===== src/common/sacc_map.vh =====
/*
  Constants for the conversion sequencer: data width, cycle counts and
  the start-to-edge window. Included by the step and sequencer design files; no logic here.
*/
`ifndef SACC_MAP_VH
`define SACC_MAP_VH

// =====================================================================
// Widths and counts
// =====================================================================
`define SACC_DATA_W 8
`define SACC_CONV_CYCLES 8
`define SACC_RESULT_RST 8'h00
// Start to first counted edge window, in ns
`define SACC_EDGE_WINDOW_NS 50
// System clock period in ns (10 MHz)
`define SACC_SYS_PERIOD_NS 100
// Internal conversion clock half period, in system cycles
`define SACC_INT_HALF 1
// Output data coding flag selected by supply mode
`define SACC_CODE_BINARY 1'b0
`define SACC_CODE_TWOS 1'b1

`endif


===== src/design/sacc_edge_det.v =====
/*
  Edge detector for one synchronous level: registered copy and
  one-cycle pulses for falling and rising edges.
  Assumes the input is already synchronous to sys_clk.
*/
`timescale 1ns/1ps
module sacc_edge_det #(
  parameter RST_LEVEL = 1'b1
)(
  // Clock and reset
  input wire sys_clk,
  input wire sys_rst,
  // Level in, pulses out
  input wire level_in,
  output wire fall_pulse,
  output wire rise_pulse
);

  reg last_reg;

  // Remember previous level
  always @(posedge sys_clk or posedge sys_rst)
  begin
    if (sys_rst)
      last_reg <= RST_LEVEL;
    else
      last_reg <= level_in;
  end

  // Edge pulses
  assign fall_pulse = last_reg & ~level_in;
  assign rise_pulse = ~last_reg & level_in;

endmodule // sacc_edge_det


===== src/design/sacc_sar_step.v =====
/*
  Successive-approximation step logic: given the register, the bit
  index being tried and the comparator answer, forms the next trial.
  Pure combinational; assumes comparator settles within one step.
*/
`timescale 1ns/1ps
`include "sacc_map.vh"
module sacc_sar_step #(
  parameter DATA_W = `SACC_DATA_W
)(
  // Current state
  input wire [DATA_W-1:0] approx_in,
  input wire [2:0] bit_idx,
  input wire cmp_keep,
  // Next register value
  output reg [DATA_W-1:0] approx_out
);

  integer i;

  // Keep or drop the tried bit, then set the next lower trial bit
  always @*
  begin
    approx_out = approx_in;
    for (i = 0; i < DATA_W; i = i + 1)
    begin
      if (i == bit_idx)
        approx_out[i] = cmp_keep;
      if ((i + 1) == bit_idx)
        approx_out[i] = 1'b1;
    end
  end

endmodule // sacc_sar_step


===== src/design/sacc_conv_ctrl.v =====
/*
  Conversion sequencer for an 8-bit successive-approximation ADC with
  track/hold. Starts on sample strobe or on chip select with read,
  steps the approximation register on falling conversion-clock edges,
  latches the result and drives busy, interrupt and hold control.
  Assumes all pins are synchronous to sys_clk; the analog comparator
  answer arrives on cmp_high; the conversion clock is either external
  (conv_clk_ext) or a divided internal clock gated per conversion.

*/
`timescale 1ns/1ps
`include "sacc_map.vh"
module sacc_conv_ctrl #(
  parameter DATA_W = `SACC_DATA_W,
  parameter CONV_CYCLES = `SACC_CONV_CYCLES
)(
  // Clock and reset
  input wire sys_clk,
  input wire sys_rst,
  // Host strobes
  input wire sample_trigger_n,
  input wire cs_n,
  input wire rd_n,
  // Conversion clock
  input wire use_ext_clk,
  input wire conv_clk_ext,
  // Supply mode and comparator
  input wire neg_supply,
  input wire cmp_high,
  // Data bus, three signals
  input wire [DATA_W-1:0] data_in,
  output wire [DATA_W-1:0] data_out,
  output wire data_oe,
  // Status
  output wire busy_n,
  output wire int_n,
  output wire hold_en,
  output wire conv_clk_int,
  output wire [DATA_W-1:0] approx_trial,
  output wire data_twos
);

  // ===================================================================
  // Constants
  // ===================================================================
  // Start window expressed in system cycles, rounded up, at least 1
  localparam integer WIN_RAW = (`SACC_EDGE_WINDOW_NS +
    `SACC_SYS_PERIOD_NS - 1) / `SACC_SYS_PERIOD_NS;
  localparam integer WIN_CYC = (WIN_RAW < 1) ? 1 : WIN_RAW;
  localparam [2:0] WIN_CNT = WIN_CYC[2:0];

  localparam [1:0] ST_IDLE = 2'b00;
  localparam [1:0] ST_ARM = 2'b01;
  localparam [1:0] ST_CONV = 2'b10;
  localparam [1:0] ST_DONE = 2'b11;

  // ===================================================================
  // Declarations
  // ===================================================================
  reg [1:0] state_reg;
  reg [1:0] state_next;
  reg [2:0] win_reg;
  reg [2:0] win_next;
  reg [3:0] edge_cnt_reg;
  reg [3:0] edge_cnt_next;
  reg [DATA_W-1:0] approx_reg;
  reg [DATA_W-1:0] approx_next;
  reg [DATA_W-1:0] result_reg;
  reg [DATA_W-1:0] result_next;
  reg int_n_reg;
  reg int_n_next;
  reg int_clk_reg;
  reg [3:0] div_reg;
  reg start_seen_reg;
  reg start_clear_reg;
  wire rd_act;
  wire start_fall;
  wire rd_fall;
  wire cs_rise;
  wire rd_rise;
  wire int_fall;
  wire ext_fall;
  wire clk_fall;
  wire [DATA_W-1:0] step_val;
  wire [2:0] bit_idx;
  wire busy_act;
  wire start_cmd;

  // ===================================================================
  // Strobe edges
  // ===================================================================
  assign rd_act = ~cs_n & ~rd_n;

  sacc_edge_det #(.RST_LEVEL(1'b1)) u_st_edge (
    .sys_clk(sys_clk),
    .sys_rst(sys_rst),
    .level_in(sample_trigger_n),
    .fall_pulse(start_fall),
    .rise_pulse()
  );

  sacc_edge_det #(.RST_LEVEL(1'b1)) u_rd_edge (
    .sys_clk(sys_clk),
    .sys_rst(sys_rst),
    .level_in(~rd_act),
    .fall_pulse(rd_fall),
    .rise_pulse()
  );

  sacc_edge_det #(.RST_LEVEL(1'b1)) u_cs_edge (
    .sys_clk(sys_clk),
    .sys_rst(sys_rst),
    .level_in(cs_n),
    .fall_pulse(),
    .rise_pulse(cs_rise)
  );

  sacc_edge_det #(.RST_LEVEL(1'b1)) u_rdn_edge (
    .sys_clk(sys_clk),
    .sys_rst(sys_rst),
    .level_in(rd_n),
    .fall_pulse(),
    .rise_pulse(rd_rise)
  );

  sacc_edge_det #(.RST_LEVEL(1'b1)) u_ext_edge (
    .sys_clk(sys_clk),
    .sys_rst(1'b0), // Free clock: reset must not fake a fall
    .level_in(conv_clk_ext),
    .fall_pulse(ext_fall),
    .rise_pulse()
  );

  sacc_edge_det #(.RST_LEVEL(1'b0)) u_int_edge (
    .sys_clk(sys_clk),
    .sys_rst(sys_rst),
    .level_in(int_clk_reg),
    .fall_pulse(int_fall),
    .rise_pulse()
  );

  // read start only counts with start strobe high
  assign start_cmd = start_fall | (rd_fall & sample_trigger_n);

  // external clock edges used only while converting
  assign clk_fall = use_ext_clk ? ext_fall : int_fall;

  // ===================================================================
  // Sequencer state, not reset so reset cannot abort a conversion
  // ===================================================================
  // start capture and conversion state held through reset
  always @(posedge sys_clk)
  begin
    start_seen_reg <= start_cmd;
    state_reg <= state_next;
    win_reg <= win_next;
    edge_cnt_reg <= edge_cnt_next;
    approx_reg <= approx_next;
    result_reg <= result_next;
  end

  // Reset flag; clears the sequencer only while it is idle
  always @(posedge sys_clk or posedge sys_rst)
  begin
    if (sys_rst)
      start_clear_reg <= 1'b1;
    else
      start_clear_reg <= 1'b0;
  end

  assign bit_idx = 3'h7 - edge_cnt_reg[2:0] + 3'h1;

  sacc_sar_step #(.DATA_W(DATA_W)) u_step (
    .approx_in(approx_reg),
    .bit_idx(bit_idx),
    .cmp_keep(cmp_high),
    .approx_out(step_val)
  );

  // Next state of the sequencer
  always @*
  begin
    state_next = state_reg;
    win_next = win_reg;
    edge_cnt_next = edge_cnt_reg;
    approx_next = approx_reg;
    result_next = result_reg;
    if (start_clear_reg && (state_reg == ST_IDLE))
    begin
      state_next = ST_IDLE;
      approx_next = `SACC_RESULT_RST;
      result_next = `SACC_RESULT_RST;
      edge_cnt_next = 4'h0;
      win_next = 3'h0;
    end
    else
    begin
      case (state_reg)
        ST_IDLE:
        begin
          if (start_seen_reg)
          begin
            state_next = ST_ARM;
            win_next = WIN_CNT;
            edge_cnt_next = 4'h0;
            approx_next = {1'b1, {(DATA_W-1){1'b0}}};
          end
        end
        ST_ARM:
        begin
          // edges inside the window are not counted
          if (win_reg != 3'h0)
            win_next = win_reg - 3'h1;
          else if (clk_fall)
          begin
            state_next = ST_CONV;
            edge_cnt_next = 4'h1;
          end
        end
        ST_CONV:
        begin
          if (clk_fall)
          begin
            approx_next = step_val;
            edge_cnt_next = edge_cnt_reg + 4'h1;
            if (edge_cnt_reg == CONV_CYCLES[3:0])
              state_next = ST_DONE;
          end
        end
        ST_DONE:
        begin
          // copy to latch, then clear register
          result_next = approx_reg;
          approx_next = `SACC_RESULT_RST;
          state_next = ST_IDLE;
        end
        default:
          state_next = ST_IDLE;
      endcase
    end
  end

  // ===================================================================
  // Interrupt
  // ===================================================================
  // Interrupt next value; completion wins over clear
  always @*
  begin
    int_n_next = int_n_reg;
    // clear on rising chip select or read
    if (cs_rise | rd_rise)
      int_n_next = 1'b1;
    // set regardless of earlier uncleared state
    if (state_reg == ST_DONE)
      int_n_next = 1'b0;
  end

  always @(posedge sys_clk or posedge sys_rst)
  begin
    if (sys_rst)
      int_n_reg <= 1'b1;
    else
      int_n_reg <= int_n_next;
  end

  // ===================================================================
  // Internal conversion clock
  // ===================================================================
  // runs only while a conversion is active
  always @(posedge sys_clk or posedge sys_rst)
  begin
    if (sys_rst)
    begin
      int_clk_reg <= 1'b0;
      div_reg <= 4'h0;
    end
    else if (!busy_act || use_ext_clk)
    begin
      int_clk_reg <= 1'b0;
      div_reg <= 4'h0;
    end
    else if (div_reg == (`SACC_INT_HALF - 1))
    begin
      int_clk_reg <= ~int_clk_reg;
      div_reg <= 4'h0;
    end
    else
      div_reg <= div_reg + 4'h1;
  end

  // ===================================================================
  // Data bus
  // ===================================================================
  // latch drives the bus straight; reset clears it only while idle
  assign data_out = result_reg;

  // ===================================================================
  // Outputs
  // ===================================================================
  assign busy_act = (state_reg == ST_ARM) | (state_reg == ST_CONV);
  assign busy_n = ~busy_act;
  // track again once busy returns high
  assign hold_en = busy_act;
  assign int_n = int_n_reg;
  assign conv_clk_int = int_clk_reg;
  assign data_oe = rd_act;
  assign approx_trial = approx_reg;
  assign data_twos = neg_supply ? `SACC_CODE_TWOS : `SACC_CODE_BINARY;

endmodule // sacc_conv_ctrl


===== config.mk =====
export PLATFORM = sky130hd
export DESIGN_NAME = sacc_conv_ctrl
export DESIGN_NICKNAME = d
export VERILOG_FILES = /design/src/design/sacc_edge_det.v /design/src/design/sacc_sar_step.v /design/src/design/sacc_conv_ctrl.v
export VERILOG_INCLUDE_DIRS = /design/src /design/src/common
export SDC_FILE = /design/constraint.sdc
export NUM_CORES = 1
export LEC_CHECK = 0
export BUFFER_PORTS_ARGS = -buffer_cell sky130_fd_sc_hd__buf_2
export CORE_ASPECT_RATIO = 0.8
export CORE_UTILIZATION = 50
export CTS_BUF_LIST = sky130_fd_sc_hd__clkbuf_4
export DETAILED_ROUTE_END_ITERATION = 10
export GPL_TIMING_DRIVEN = 1
export PLACE_DENSITY = 0.73
export SLEW_MARGIN = 20
export SYNTH_ARGS = -nofsm -noshare
export SYNTH_HDL_FRONTEND = slang
export SYNTH_SLANG_ARGS = --single-unit

===== constraint.sdc =====
create_clock -name sys_clk -period 4.3 [get_ports sys_clk]
set_clock_uncertainty 0.2 [all_clocks]
set_input_delay 0.215 -clock sys_clk [delete_from_list [all_inputs] [get_ports sys_clk]]
set_output_delay 0.215 -clock sys_clk [all_outputs]
set_load 0.05 [all_outputs]

[Word level (Yosys, flattened, before mapping)]
Index checks and enable logic that the tools add are counted.
Storage, ports and cells
  bits of input ports: 17
  output and inout bits: 22
  bits in registers: 39
Cells by class
  equal/unequal tests: 25
  bitwise gates (word level): 20
  mux-type cells: 40
  reduce and logical (&&, ||, !) cells: 23
  add/subtract/negate cells: 5
Operators with widths (count)
  $reduce_and A4 Y1: 8
  $mux W4: 6
  $pmux W8 S3: 1
  $mux W1: 21
  $ne A3 B1 Y1 const B: 7
  $mux W8: 2
  $eq A3 B3 Y1 const A: 4
  $ne A2 B2 Y1 const B: 6
  $pmux W4 S3: 1
  $mux W2: 5
  $reduce_and A5 Y1: 2
  $not A1 Y1: 9
  $reduce_bool A3 Y1: 3
  $add A4 B1 Y4 const B: 2
  $and A1 B1 Y1: 8
  $pmux W2 S4: 1
  $eq A2 B3 Y1 const A: 2
  $mux W3: 2
  $pmux W3 S2: 1
  $reduce_bool A2 Y1: 3
  $eq A2 B2 Y1 const B: 2
  $eq A4 B4 Y1 const B: 1
  $logic_not A4 Y1: 1
  $add A3 B1 Y3 const B: 1
  12 further kinds: 14

[Longest topological paths before layout]
Gate-level depths: netlist of the first run.
  word-level depth: 7
  mapped depth: 7
  depth with buffers taken out: 6

[By module]
A second synthesis of the first run with hierarchy kept.
Second synthesis, totals
  cell total of the unflattened synthesis: 226
  area total of the unflattened synthesis: 2021.9 µm²
Modules (own cells, without submodules)
  sacc_conv_ctrl: area an instance 1579.0 µm², cells an instance 173, sequential area each 698.2 µm², times used 1
  sacc_edge_det (u_cs_edge ...): area an instance 45.0 µm², cells an instance 4, sequential area each 26.3 µm², times used 5
  sacc_sar_step: area an instance 173.9 µm², cells an instance 29, sequential area each 0.0 µm², times used 1
  sacc_edge_det (u_int_edge): area an instance 43.8 µm², cells an instance 4, sequential area each 25.0 µm², times used 1

[Worst setup path after synthesis of the first run]
OpenSTA, ideal clock, no wires.
  kind: reg-to-reg
  from: register state_reg[0]
  to: register edge_cnt_reg[1]
  required time: 4.030 ns
  path slack: 2.183 ns
  arrival time: 1.847 ns
  cell stages (with the launch flop): 6
  cells stage by stage: dfxtp_1 inv_1 ha_1 nand2_1 or4b_1 a21oi_1
Between the ends
  cells in the longest elaborated chain, start to end: 3
  elaborated cells between the ends (all ways): 11
  classes of those cells: 6 x eq/ne; 1 x mux; 4 x reduce/logical
Ends and longest elaborated chain
  from (decl): RTL line sacc_conv_ctrl.v:60  | reg [1:0] state_reg;
  from (signal assigned): RTL line sacc_conv_ctrl.v:155  | state_reg <= state_next;
  $eq A2 B1 Y1, or another cell as far along: RTL line sacc_conv_ctrl.v:198  | case (state_reg)
  $ne A2 B2 Y1 (no source line) or $reduce_bool A3 Y1 (tied branches)
  $reduce_and A5 Y1 (no source line)
  to (signal assigned): RTL line sacc_conv_ctrl.v:157  | edge_cnt_reg <= edge_cnt_next;
  to (decl): RTL line sacc_conv_ctrl.v:64  | reg [3:0] edge_cnt_reg;
Several ways; a longest one is shown, not always the timed one.
A chain may end at the register's enable or synchronous reset.

[Worst setup path after layout of the first run]
Ends and elaborated chain as after synthesis.

==> results of run 1 <==
==> cell usage in the layout (no fill, tap or decap), types with 2 or more instances in the layout <==
master         count
a31oi_1            4
a32o_1             3
o21a_1             4
or3_1              3
dfstp_2            6
dlygate4sd3_1      5
o21ai_0            8
nand2_1           15
o221ai_1           2
ha_1              15
buf_2             28
nand2b_1           6
dfxtp_1           27
dfrtp_1            6
a211oi_1           2
nor3_1             9
nand3b_1           2
o21ai_1            2
nand3_1            8
o22ai_1            3
inv_1             18
a21oi_1           14
nor2_1            24
mux2i_1           11
clkbuf_4           5
==> logic make-up (layout without fill, tap and decap cells) <==
kind of cell,after synthesis,count (layout),synth area share
compound gates,54,54,0.176
xor+xnor,4,4,0.0292
fa+ha+maj,15,15,0.0893
other cells,1,1,0.00178
flops,39,39,0.404
mux,11,11,0.0524
buf+inv,27,59,0.0548
simple gates,78,78,0.193
==> through the flow <==
| stage | utilization | total power, W | setup slack, ps | area (um^2) | hold slack [ps] |
|---|---|---|---|---|---|
| 6_report | 0.614 | 0.00150 | 2080 | 2400 | 68.5 |
| 5_1_grt | 0.614 | 0.00161 | 1930 | 2400 | 80.9 |
| 4_1_cts | 0.614 | 0.00151 | 2090 | 2400 | 57.0 |
| 3_5_place_dp | 0.580 | 0.00124 | 2140 | 2260 | 36.7 |
| 3_3_place_gp | 0.580 | 0.00122 | 2160 | 2260 | 36.6 |
| 2_1_floorplan | - | 0.00109 | 2180 | 2100 | -125 |
==> metal layers <==
| layer | global-route usage | part of all wire |
|---|---|---|
| met5 | 0 | 0 |
| met4 | 0.0647 | 0.0059 |
| met3 | 0.0506 | 0.066 |
| met2 | 0.340 | 0.43 |
| met1 | 0.336 | 0.50 |
==> layout make-up <==
type                       instances  area (um^2)
sequential                        39          848
inverter                          18         67.6
clock buffer                       5         37.5
clock inverter                     3         47.5
multi-input combinational        163         1140
timing repair buffer              33          190
tap                               55         68.8
fill                             357         1510
==> worst max-delay path: cells and delay by family (launching register included) <==
family / cells / cell delay (ps)
compound gates: 2 / 460
fa+ha+maj: 1 / 290
buf+inv: 1 / 100
flops: 1 / 420
simple gates: 2 / 700
==> power groups by stage <==
| stage | registers [W] | logic (W) | clock network, W |
|---|---|---|---|
| 6_report | 0.000471 | 0.000766 | 0.000262 |
| 5_1_grt | 0.000479 | 0.000850 | 0.000286 |
| 4_1_cts | 0.000471 | 0.000767 | 0.000269 |
| 3_5_place_dp | 0.000477 | 0.000762 | 0 |
| 3_3_place_gp | 0.000476 | 0.000749 | 0 |
| 2_1_floorplan | 0.000550 | 0.000542 | 0 |
==> final timing paths <==
kind / endpoint / start / depth (start not counted)
hold / removal: approx_trial[4] / cmp_high / 4
hold reg to reg: approx_trial[3] / approx_trial[3] / 2
setup reg to reg: edge_cnt_reg[1] / state_reg[0] / 6
setup / recovery: edge_cnt_reg[1] / state_reg[0] / 6
max in group asynchronous: start_clear_reg / sys_rst / 3
min in group asynchronous: conv_clk_int / sys_rst / 3
==> Yosys cell counts, drive strengths merged, types with 4 or more instances <==
library cell and instances:
dfxtp 27, nor2 24, inv 18, ha 15, nand2 15, a21oi 14
mux2i 11, nor3 10, o21ai 10, nand3 8, nand2b 7, buf 6
dfrtp 6, dfstp 6, a31oi 4, o21a 4
==> what timing repair did <==
item                                    4_1_cts  5_1_grt
hold buffers                                  5        0
endpoints found under the setup margin        0        0
endpoints found under the hold margin        19        0
==> run_results.csv, run 1 <==
group,metric,value,unit
layout,final_cells,316,
placement,io_buffers,28,
power_and_ir_drop,p_seq_frac,0.314,
layout,syn_to_final_growth,14.1,%
power_and_ir_drop,p_sw,0.000707,W
clocking,root_buffer,"clkbuf_4",
timing,post-route-period-util,0.516,
clocking,clock_path_buffers,2,
timing,hold_violations,0,
power_and_ir_drop,swShare,0.472,
logic_synthesis,syn_inst,229,
die,die_w,74.5,um
layout,n_antenna_cell,0,
die,core_area,0.00390,mm^2
logic_synthesis,synth-seq-area-share,0.404,
timing,timing.final.crit_period,2220,ps
flow_run,maxCapViolCount,0,
power_and_ir_drop,power_frac_comb,0.511,
worst_setup_path,path_max_fanout,8,
logic_synthesis,async_flop_share,0.308,
timing,max_freq,451,MHz
power_and_ir_drop,p_clk_frac,0.175,
worst_setup_path,slowest_stage,"or4b_1",
placement,finalWeightedCongestion,0.804,
timing,setup_viol,0,
timing,tightest_slew,731,ps
clocking,clk-insertion-delay-late,370,ps
clocking,cts_tree,"done",
logic_synthesis,synth-main-ff-cell,"dfxtp_1",
logic_synthesis,syn_nets,261,
worst_setup_path,critPathRequiredTime,4410,ps
clocking,clkSinkCount,39,
logic_synthesis,synth-edff-count,0,
layout,finalNetCount,292,
placement,placedCellCount,303,
timing,maxSlewHeadroom,0.513,
placement,post-dp-hpwl,3120,um
die,row_count,20,
logic_synthesis,synthTopCellsByArea,"dfxtp_1 26%, ha_1 8.9%, dfstp_2 7.5%",
grt,grt_overflow,0,
worst_setup_path,arrival,2320,ps
power_and_ir_drop,ir_drop,0.000277,V
logic_synthesis,avgSynthCellArea,9.18,um^2
route,drc_errors,0,
clocking,post-cts-setup-buffers,0,
timing,rsz0062_at_grt,"false",
route,first_pass_iters,5,
worst_setup_path,start_kind,"flip-flop",
die,io_pins,39,
logic_synthesis,synth.cell_area,0.00210,mm^2
clocking,path_clk_slew,140,ps
route,wl,4400,um
route,drtAntennaViolNets,0,
logic_synthesis,yosysWarnings,0,
route,post_drt_wl_per_cell,13.9,um
grt,grt_antenna_before_repair,0,
clocking,htreeDepth,2,
grt,grt_pass1_wl,7640,um
logic_synthesis,yosysUniqueCellTypes,55,
clocking,cts-resized-gates,0,
worst_setup_path,path_cells,"inv_1 > ha_1 > nor2b_4 > a211o_1 > or4b_1 > a21oi_1",
min_path,min_path_type,"in -> reg",
clocking,cts_made_buffers,5,
route,viasPerCell,5.49,
worst_setup_path,r2r_slack,2080,ps
logic_synthesis,synth_top_area_cell,"dfxtp_1",
layout,drive_above_1_share,0.188,
status,outcome,"complete, no violations",
worst_setup_path,critPathKind,"reg -> reg",
grt,grt_max_degree,20,
die,start_util,0.538,
route,dr_total_vias,1735,
timing,tns,0,ps
power_and_ir_drop,internal_power,0.000792,W
die,fp.dieArea,0.00447,mm^2
worst_setup_path,cp_slowest_stage_delay,510,ps
route,drtIter0Drc,134,
logic_synthesis,synth_top_area_share,0.257,
logic_synthesis,yosys_register_bits,39,
die,die_h,60.0,um
power_and_ir_drop,powerDensity,625,mW/mm^2
grt,grt_usage,0.230,
timing,slew_violations,0,
grt,grt_pass1_vias,1634,
power_and_ir_drop,p_leak,1.03,nW
worst_setup_path,end_kind,"flip-flop",
(Power assumes the default switching activity.)
==> run 2, diff against run 1 <==
==> constraint.sdc (replaced) <==
create_clock -name sys_clk -period 2.1 [get_ports sys_clk]
set_clock_uncertainty 0.2 [all_clocks]
set_input_delay 0.105 -clock sys_clk [delete_from_list [all_inputs] [get_ports sys_clk]]
set_output_delay 0.105 -clock sys_clk [all_outputs]
set_load 0.05 [all_outputs]
==> run 2 against run 1 <==
Against the previous run:
- total power increased by 110%
- largest power group unchanged
- utilization increased by 2.8 points
- non-clock buffer count increased by 16
- critical path depth unchanged
- largest cell class unchanged
- final area increased by 4.6%
- global-route usage about the same
==> run_results.csv, run 2 (same netlist as run 1, synthesis figures left out) <==
group,metric,value,unit
status,outcome,"complete, no violations",
clocking,clk-insertion-delay-late,360,ps
route,wl,4390,um
clocking,htreeDepth,2,
grt,use_met2,0.342,
layout,syn_to_final_growth,19.3,%
grt,grt_usage,0.230,
clocking,cts_made_buffers,5,
power_and_ir_drop,powerDensity,1230,mW/mm^2
layout,drive_above_1_share,0.249,
power_and_ir_drop,power_frac_comb,0.567,
clocking,cts_tree,"done",
power_and_ir_drop,p_sw,0.00146,W
timing,tns,0,ps
timing,timing.final.crit_period,1970,ps
placement,finalWeightedCongestion,0.843,
timing,setup_viol,0,
worst_setup_path,path_buf_inv,1,
timing,hold_violations,0,
power_and_ir_drop,internal_power,0.00164,W
worst_setup_path,end_kind,"flip-flop",
worst_setup_path,crit_family,"simple AND/OR/NAND/NOR gates",
die,die_h,60.0,um
grt,use_met3,0.0540,
min_path,min_path_type,"in -> out",
route,first_pass_iters,4,
layout,layout_common_cells,"28 x buf_2, 26 x dfxtp_1, 23 x nor2_1",
grt,grt-busiest-layer,"met2",
power_and_ir_drop,swShare,0.472,
timing,post-route-period-util,0.936,
placement,post-dp-hpwl,3240,um
layout,layout_commonest_cell,"buf_2",
grt,grt_max_degree,14,
worst_setup_path,critPathKind,"reg -> reg",
power_and_ir_drop,p_clk_frac,0.124,
clocking,clock_path_buffers,2,
die,start_util,0.538,
layout,finalNetCount,308,
clocking,root_buffer,"clkbuf_4",
layout,final_cells,332,
grt,grt_pass1_vias,1677,
route,drc_errors,0,
clocking,post-cts-setup-buffers,0,
worst_setup_path,path_max_fanout,6,
die,fp.dieArea,0.00447,mm^2
worst_setup_path,critPathRequiredTime,2180,ps
timing,slew_violations,0,
clocking,clkSinkCount,39,
route,drtIter0Drc,89,
grt,grt_pass1_wl,7660,um
timing,rsz0062_at_grt,"false",
route,viasPerCell,5.30,
die,io_pins,39,
die,core_area,0.00390,mm^2
worst_setup_path,cp_slowest_stage_delay,500,ps
power_and_ir_drop,p_seq_frac,0.309,
worst_setup_path,path_cells,"inv_1 > ha_1 > nand2b_4 > a211o_1 > or4b_1 > a21oi_1",
route,post_drt_wl_per_cell,13.2,um
flow_run,maxCapViolCount,0,
worst_setup_path,arrival,2050,ps
grt,use_met1,0.324,
grt,grt_overflow,0,
layout,n_antenna_cell,0,
placement,io_buffers,28,
power_and_ir_drop,p_leak,1.10,nW
die,die_w,74.5,um
die,row_count,20,
route,dr_total_vias,1758,
grt,grt_antenna_before_repair,0,
worst_setup_path,start_kind,"flip-flop",
clocking,path_clk_slew,110,ps
power_and_ir_drop,ir_drop,0.000740,V
timing,max_freq,509,MHz
placement,placedCellCount,317,
route,drtAntennaViolNets,0,
worst_setup_path,slowest_stage,"or4b_1",
[run 2: cell types whose count changed in the layout (fill, tap and decap cells not counted), moves of 2 or more]
cell	before	now
buf_4	0	14
dlygate4sd3_1	5	7
ha_1	15	13
ha_2	0	2
[run 2: routing by layer]
metal | wire length [um] | up-vias | part of all wire
li1 | - | 901 | -
met1 | 2350 | 819 | 0.54
met2 | 1840 | 34 | 0.42
met3 | 162 | 4 | 0.037
met4 | 28 | 0 | 0.0064
met5 | 0 | - | 0
[run 2: stage by stage]
| stage | hold WS [ps] | setup slack, ps | instance area [um^2] | total power [W] | utilization |
|---|---|---|---|---|---|
| after floorplan | -235 | 55.0 | 2100 | 0.00224 | - |
| after global placement | -69.2 | 121 | 2370 | 0.00266 | 0.607 |
| after detailed placement | -62.0 | 110 | 2370 | 0.00267 | 0.607 |
| after CTS | 10.6 | 67.1 | 2500 | 0.00307 | 0.639 |
| after global routing | 10.1 | 14.8 | 2510 | 0.00334 | 0.643 |
| final | 10.0 | 134 | 2510 | 0.00310 | 0.643 |
[run 2: final cells by class]
class	count	area [um^2]
fillers	343	1400
multi-input cells	163	1150
flip-flops and latches	39	850
repair buffers	49	315
well taps	55	68.8
inverters	18	67.6
clock buffers	5	37.5
clock inverters	3	17.5
[run 2: repair_timing]
action / CTS / global route
hold buffers: 7 / 0
resized for setup: 0 / 6
setup endpoints to repair: 0 / 4
hold endpoints to repair: 24 / 0
[run 2: worst paths after layout]
| kind | from | to | slack, ps | cells past startpoint |
|---|---|---|---|---|
| hold / removal | neg_supply | data_twos | 10 | 0 |
| min in group asynchronous | sys_rst | u_int_edge.last_reg | 100 | 3 |
| hold reg to reg | conv_clk_int | u_int_edge.last_reg | 290 | 0 |
| setup reg to reg | win_reg[0] | edge_cnt_reg[1] | 130 | 6 |
| max in group asynchronous | sys_rst | u_st_edge.last_reg | 1270 | 3 |
| setup / recovery | win_reg[0] | edge_cnt_reg[1] | 130 | 6 |
[run 2: power groups by stage]
stage	clock network, W	registers, W	logic (W)
after global routing	0.000429	0.000976	0.00194
after floorplan	0	0.00113	0.00112
after CTS	0.000389	0.000954	0.00172
after detailed placement	0	0.000968	0.00170
after global placement	0	0.000964	0.00169
final	0.000385	0.000956	0.00176
==> run 3, diff against run 2 <==
--- a/config.mk
+++ b/config.mk
@@ -8,11 +8,12 @@
 export LEC_CHECK = 0
 export BUFFER_PORTS_ARGS = -buffer_cell sky130_fd_sc_hd__buf_2
 export CORE_ASPECT_RATIO = 0.8
-export CORE_UTILIZATION = 50
+export CORE_UTILIZATION = 44
 export CTS_BUF_LIST = sky130_fd_sc_hd__clkbuf_4
 export DETAILED_ROUTE_END_ITERATION = 10
 export GPL_TIMING_DRIVEN = 1
-export PLACE_DENSITY = 0.73
+export HOLD_SLACK_MARGIN = 0.05
+export PLACE_DENSITY = 0.66
 export SLEW_MARGIN = 20
 export SYNTH_ARGS = -nofsm -noshare
 export SYNTH_HDL_FRONTEND = slang
==> run 3 against run 2 <==
Against the previous run:
- cell count rose by 2.4%
- combinational power rose by 3%
- sequential power barely moved
- worst hold slack improved by 100 ps
- sequential share of layout area fell by 0.43 points
- clock power fell by 1%
- non-clock buffer count rose by 3
- critical path type unchanged
- largest cell class unchanged
==> run_results.csv, run 3 (same netlist as run 1, synthesis figures left out) <==
group,metric,value,unit
status,outcome,"complete, no violations",
timing,max_freq,499,MHz
grt,grt_usage,0.197,
worst_setup_path,start_kind,"flip-flop",
power_and_ir_drop,p_leak,1.11,nW
placement,io_buffers,28,
layout,syn_to_final_growth,21.2,%
power_and_ir_drop,powerDensity,1240,mW/mm^2
worst_setup_path,end_kind,"flip-flop",
worst_setup_path,critPathKind,"reg -> reg",
grt,grt_pass1_vias,1596,
die,die_w,79.3,um
worst_setup_path,slowest_stage,"ha_1",
clocking,path_clk_slew,120,ps
die,core_area,0.00460,mm^2
power_and_ir_drop,p_sw,0.00147,W
timing,tightest_slew,495,ps
placement,post-dp-hpwl,3300,um
die,fp.dieArea,0.00506,mm^2
placement,finalWeightedCongestion,0.857,
timing,slew_violations,0,
clocking,clkSinkCount,39,
layout,fillers,419,
grt,grt_max_degree,14,
layout,finalNetCount,311,
route,viasPerCell,5.23,
worst_setup_path,critPathRequiredTime,2160,ps
timing,maxSlewHeadroom,0.669,
timing,tns,0,ps
route,dr_total_vias,1779,
flow_run,maxCapViolCount,0,
timing,setup_viol,0,
die,start_util,0.457,
layout,stdcell_area,0.00255,mm^2
power_and_ir_drop,power_frac_comb,0.576,
power_and_ir_drop,p_clk_frac,0.121,
power_and_ir_drop,internal_power,0.00169,W
route,post_drt_wl_per_cell,13.2,um
layout,layout_commonest_cell,"buf_2",
power_and_ir_drop,ir_drop,0.000664,V
route,drtAntennaViolNets,0,
clocking,clk-insertion-delay-late,350,ps
timing,timing.final.crit_period,2000,ps
route,drc_errors,0,
route,drtIter0Drc,98,
die,io_pins,39,
worst_setup_path,arrival,2070,ps
route,wl,4500,um
timing,rsz0062_at_grt,"false",
placement,place_area,0.00239,mm^2
min_path,min_path_type,"in -> async",
grt,grt_antenna_before_repair,0,
worst_setup_path,path_max_fanout,6,
clocking,cts_tree,"done",
timing,post-route-period-util,0.954,
clocking,clock_path_buffers,2,
layout,drive_above_1_share,0.246,
clocking,htreeDepth,2,
clocking,cts_made_buffers,5,
layout,n_antenna_cell,0,
clocking,root_buffer,"clkbuf_4",
worst_setup_path,cp_slowest_stage_delay,360,ps
die,row_count,22,
timing,hold_violations,0,
worst_setup_path,path_cells,"inv_1 > ha_1 > xor2_2 > o21ai_1 > o311a_1 > o21a_1",
grt,grt_overflow,0,
route,first_pass_iters,4,
power_and_ir_drop,swShare,0.465,
grt,grt_pass1_wl,7700,um
power_and_ir_drop,p_seq_frac,0.304,
layout,layout_common_cells,"28 x buf_2, 26 x dfxtp_1, 23 x nor2_1",
die,die_h,63.8,um
run 3: cell types whose count changed in the layout (fill, tap and decap cells not counted), sizes merged:
cell | before | now
dlygate4sd3 | 7 | 8
buf | 42 | 44
run 3: per-stage QoR:
step,cells,hold WS (ps),util,setup WS (ps),total power (W)
after floorplan,229,-235,-,55.0,0.00224
after global placement,324,-70.6,0.520,86.3,0.00270
after detailed placement,324,-68.5,0.520,75.3,0.00271
after CTS,340,97.7,0.550,19.4,0.00311
after global routing,340,130,0.554,16.3,0.00341
final,340,112,0.554,96.3,0.00316
run 3: metal layers:
layer | track usage | up-vias | wire, um
li1 | - | 905 | -
met1 | 0.289 | 817 | 2350
met4 | 0.0727 | 0 | 56
met3 | 0.0443 | 7 | 236
met5 | 0 | - | 0
met2 | 0.277 | 50 | 1850
run 3: final cells by class:
class | count | area [um^2] | area share
multi-input cells | 163 | 1160 | 0.455
flip-flops and latches | 39 | 852 | 0.334
clock inverters | 3 | 17.5 | 0.00687
well taps | 60 | 75.1 | 0.0295
inverters | 18 | 67.6 | 0.0265
clock buffers | 5 | 37.5 | 0.0147
repair buffers | 52 | 340 | 0.134
run 3: worst paths after layout:
path / from / to / slack [ps] / cells after the start
worst max register to register: edge_cnt_reg[0] / approx_trial[0] / 100 / 6
worst max-delay path: edge_cnt_reg[0] / approx_trial[0] / 100 / 6
min in group sys_clk: rd_n / u_rdn_edge.last_reg / 200 / 2
worst min-delay path: sys_rst / conv_clk_int / 110 / 3
worst min register to register: approx_trial[3] / approx_trial[3] / 290 / 2
max in group asynchronous: sys_rst / start_clear_reg / 1250 / 3
run 3: what timing repair did:
action	4_1_cts	5_1_grt
resized for setup	0	6
hold buffers	8	0
setup buffers	0	0
hold endpoints to repair	28	0
endpoints found under the setup margin	0	3
run 3: critical path, delay by kind of cell, from the launching register on:
kind	cells	cell delay, ps
AOI/OAI and AO/OA	3	590
xor gates and xnor gates	1	340
adders and majority gates	1	360
buffers and inverters	1	100
DFF	1	330
run 3: power groups by stage:
stage	sequential, W	combinational, W	clock (W)
floorplan	0.00113	0.00112	0
global placement	0.000965	0.00174	0
detailed placement	0.000966	0.00174	0
CTS	0.000953	0.00177	0.000393
global route	0.000977	0.00200	0.000426
finish	0.000959	0.00182	0.000381
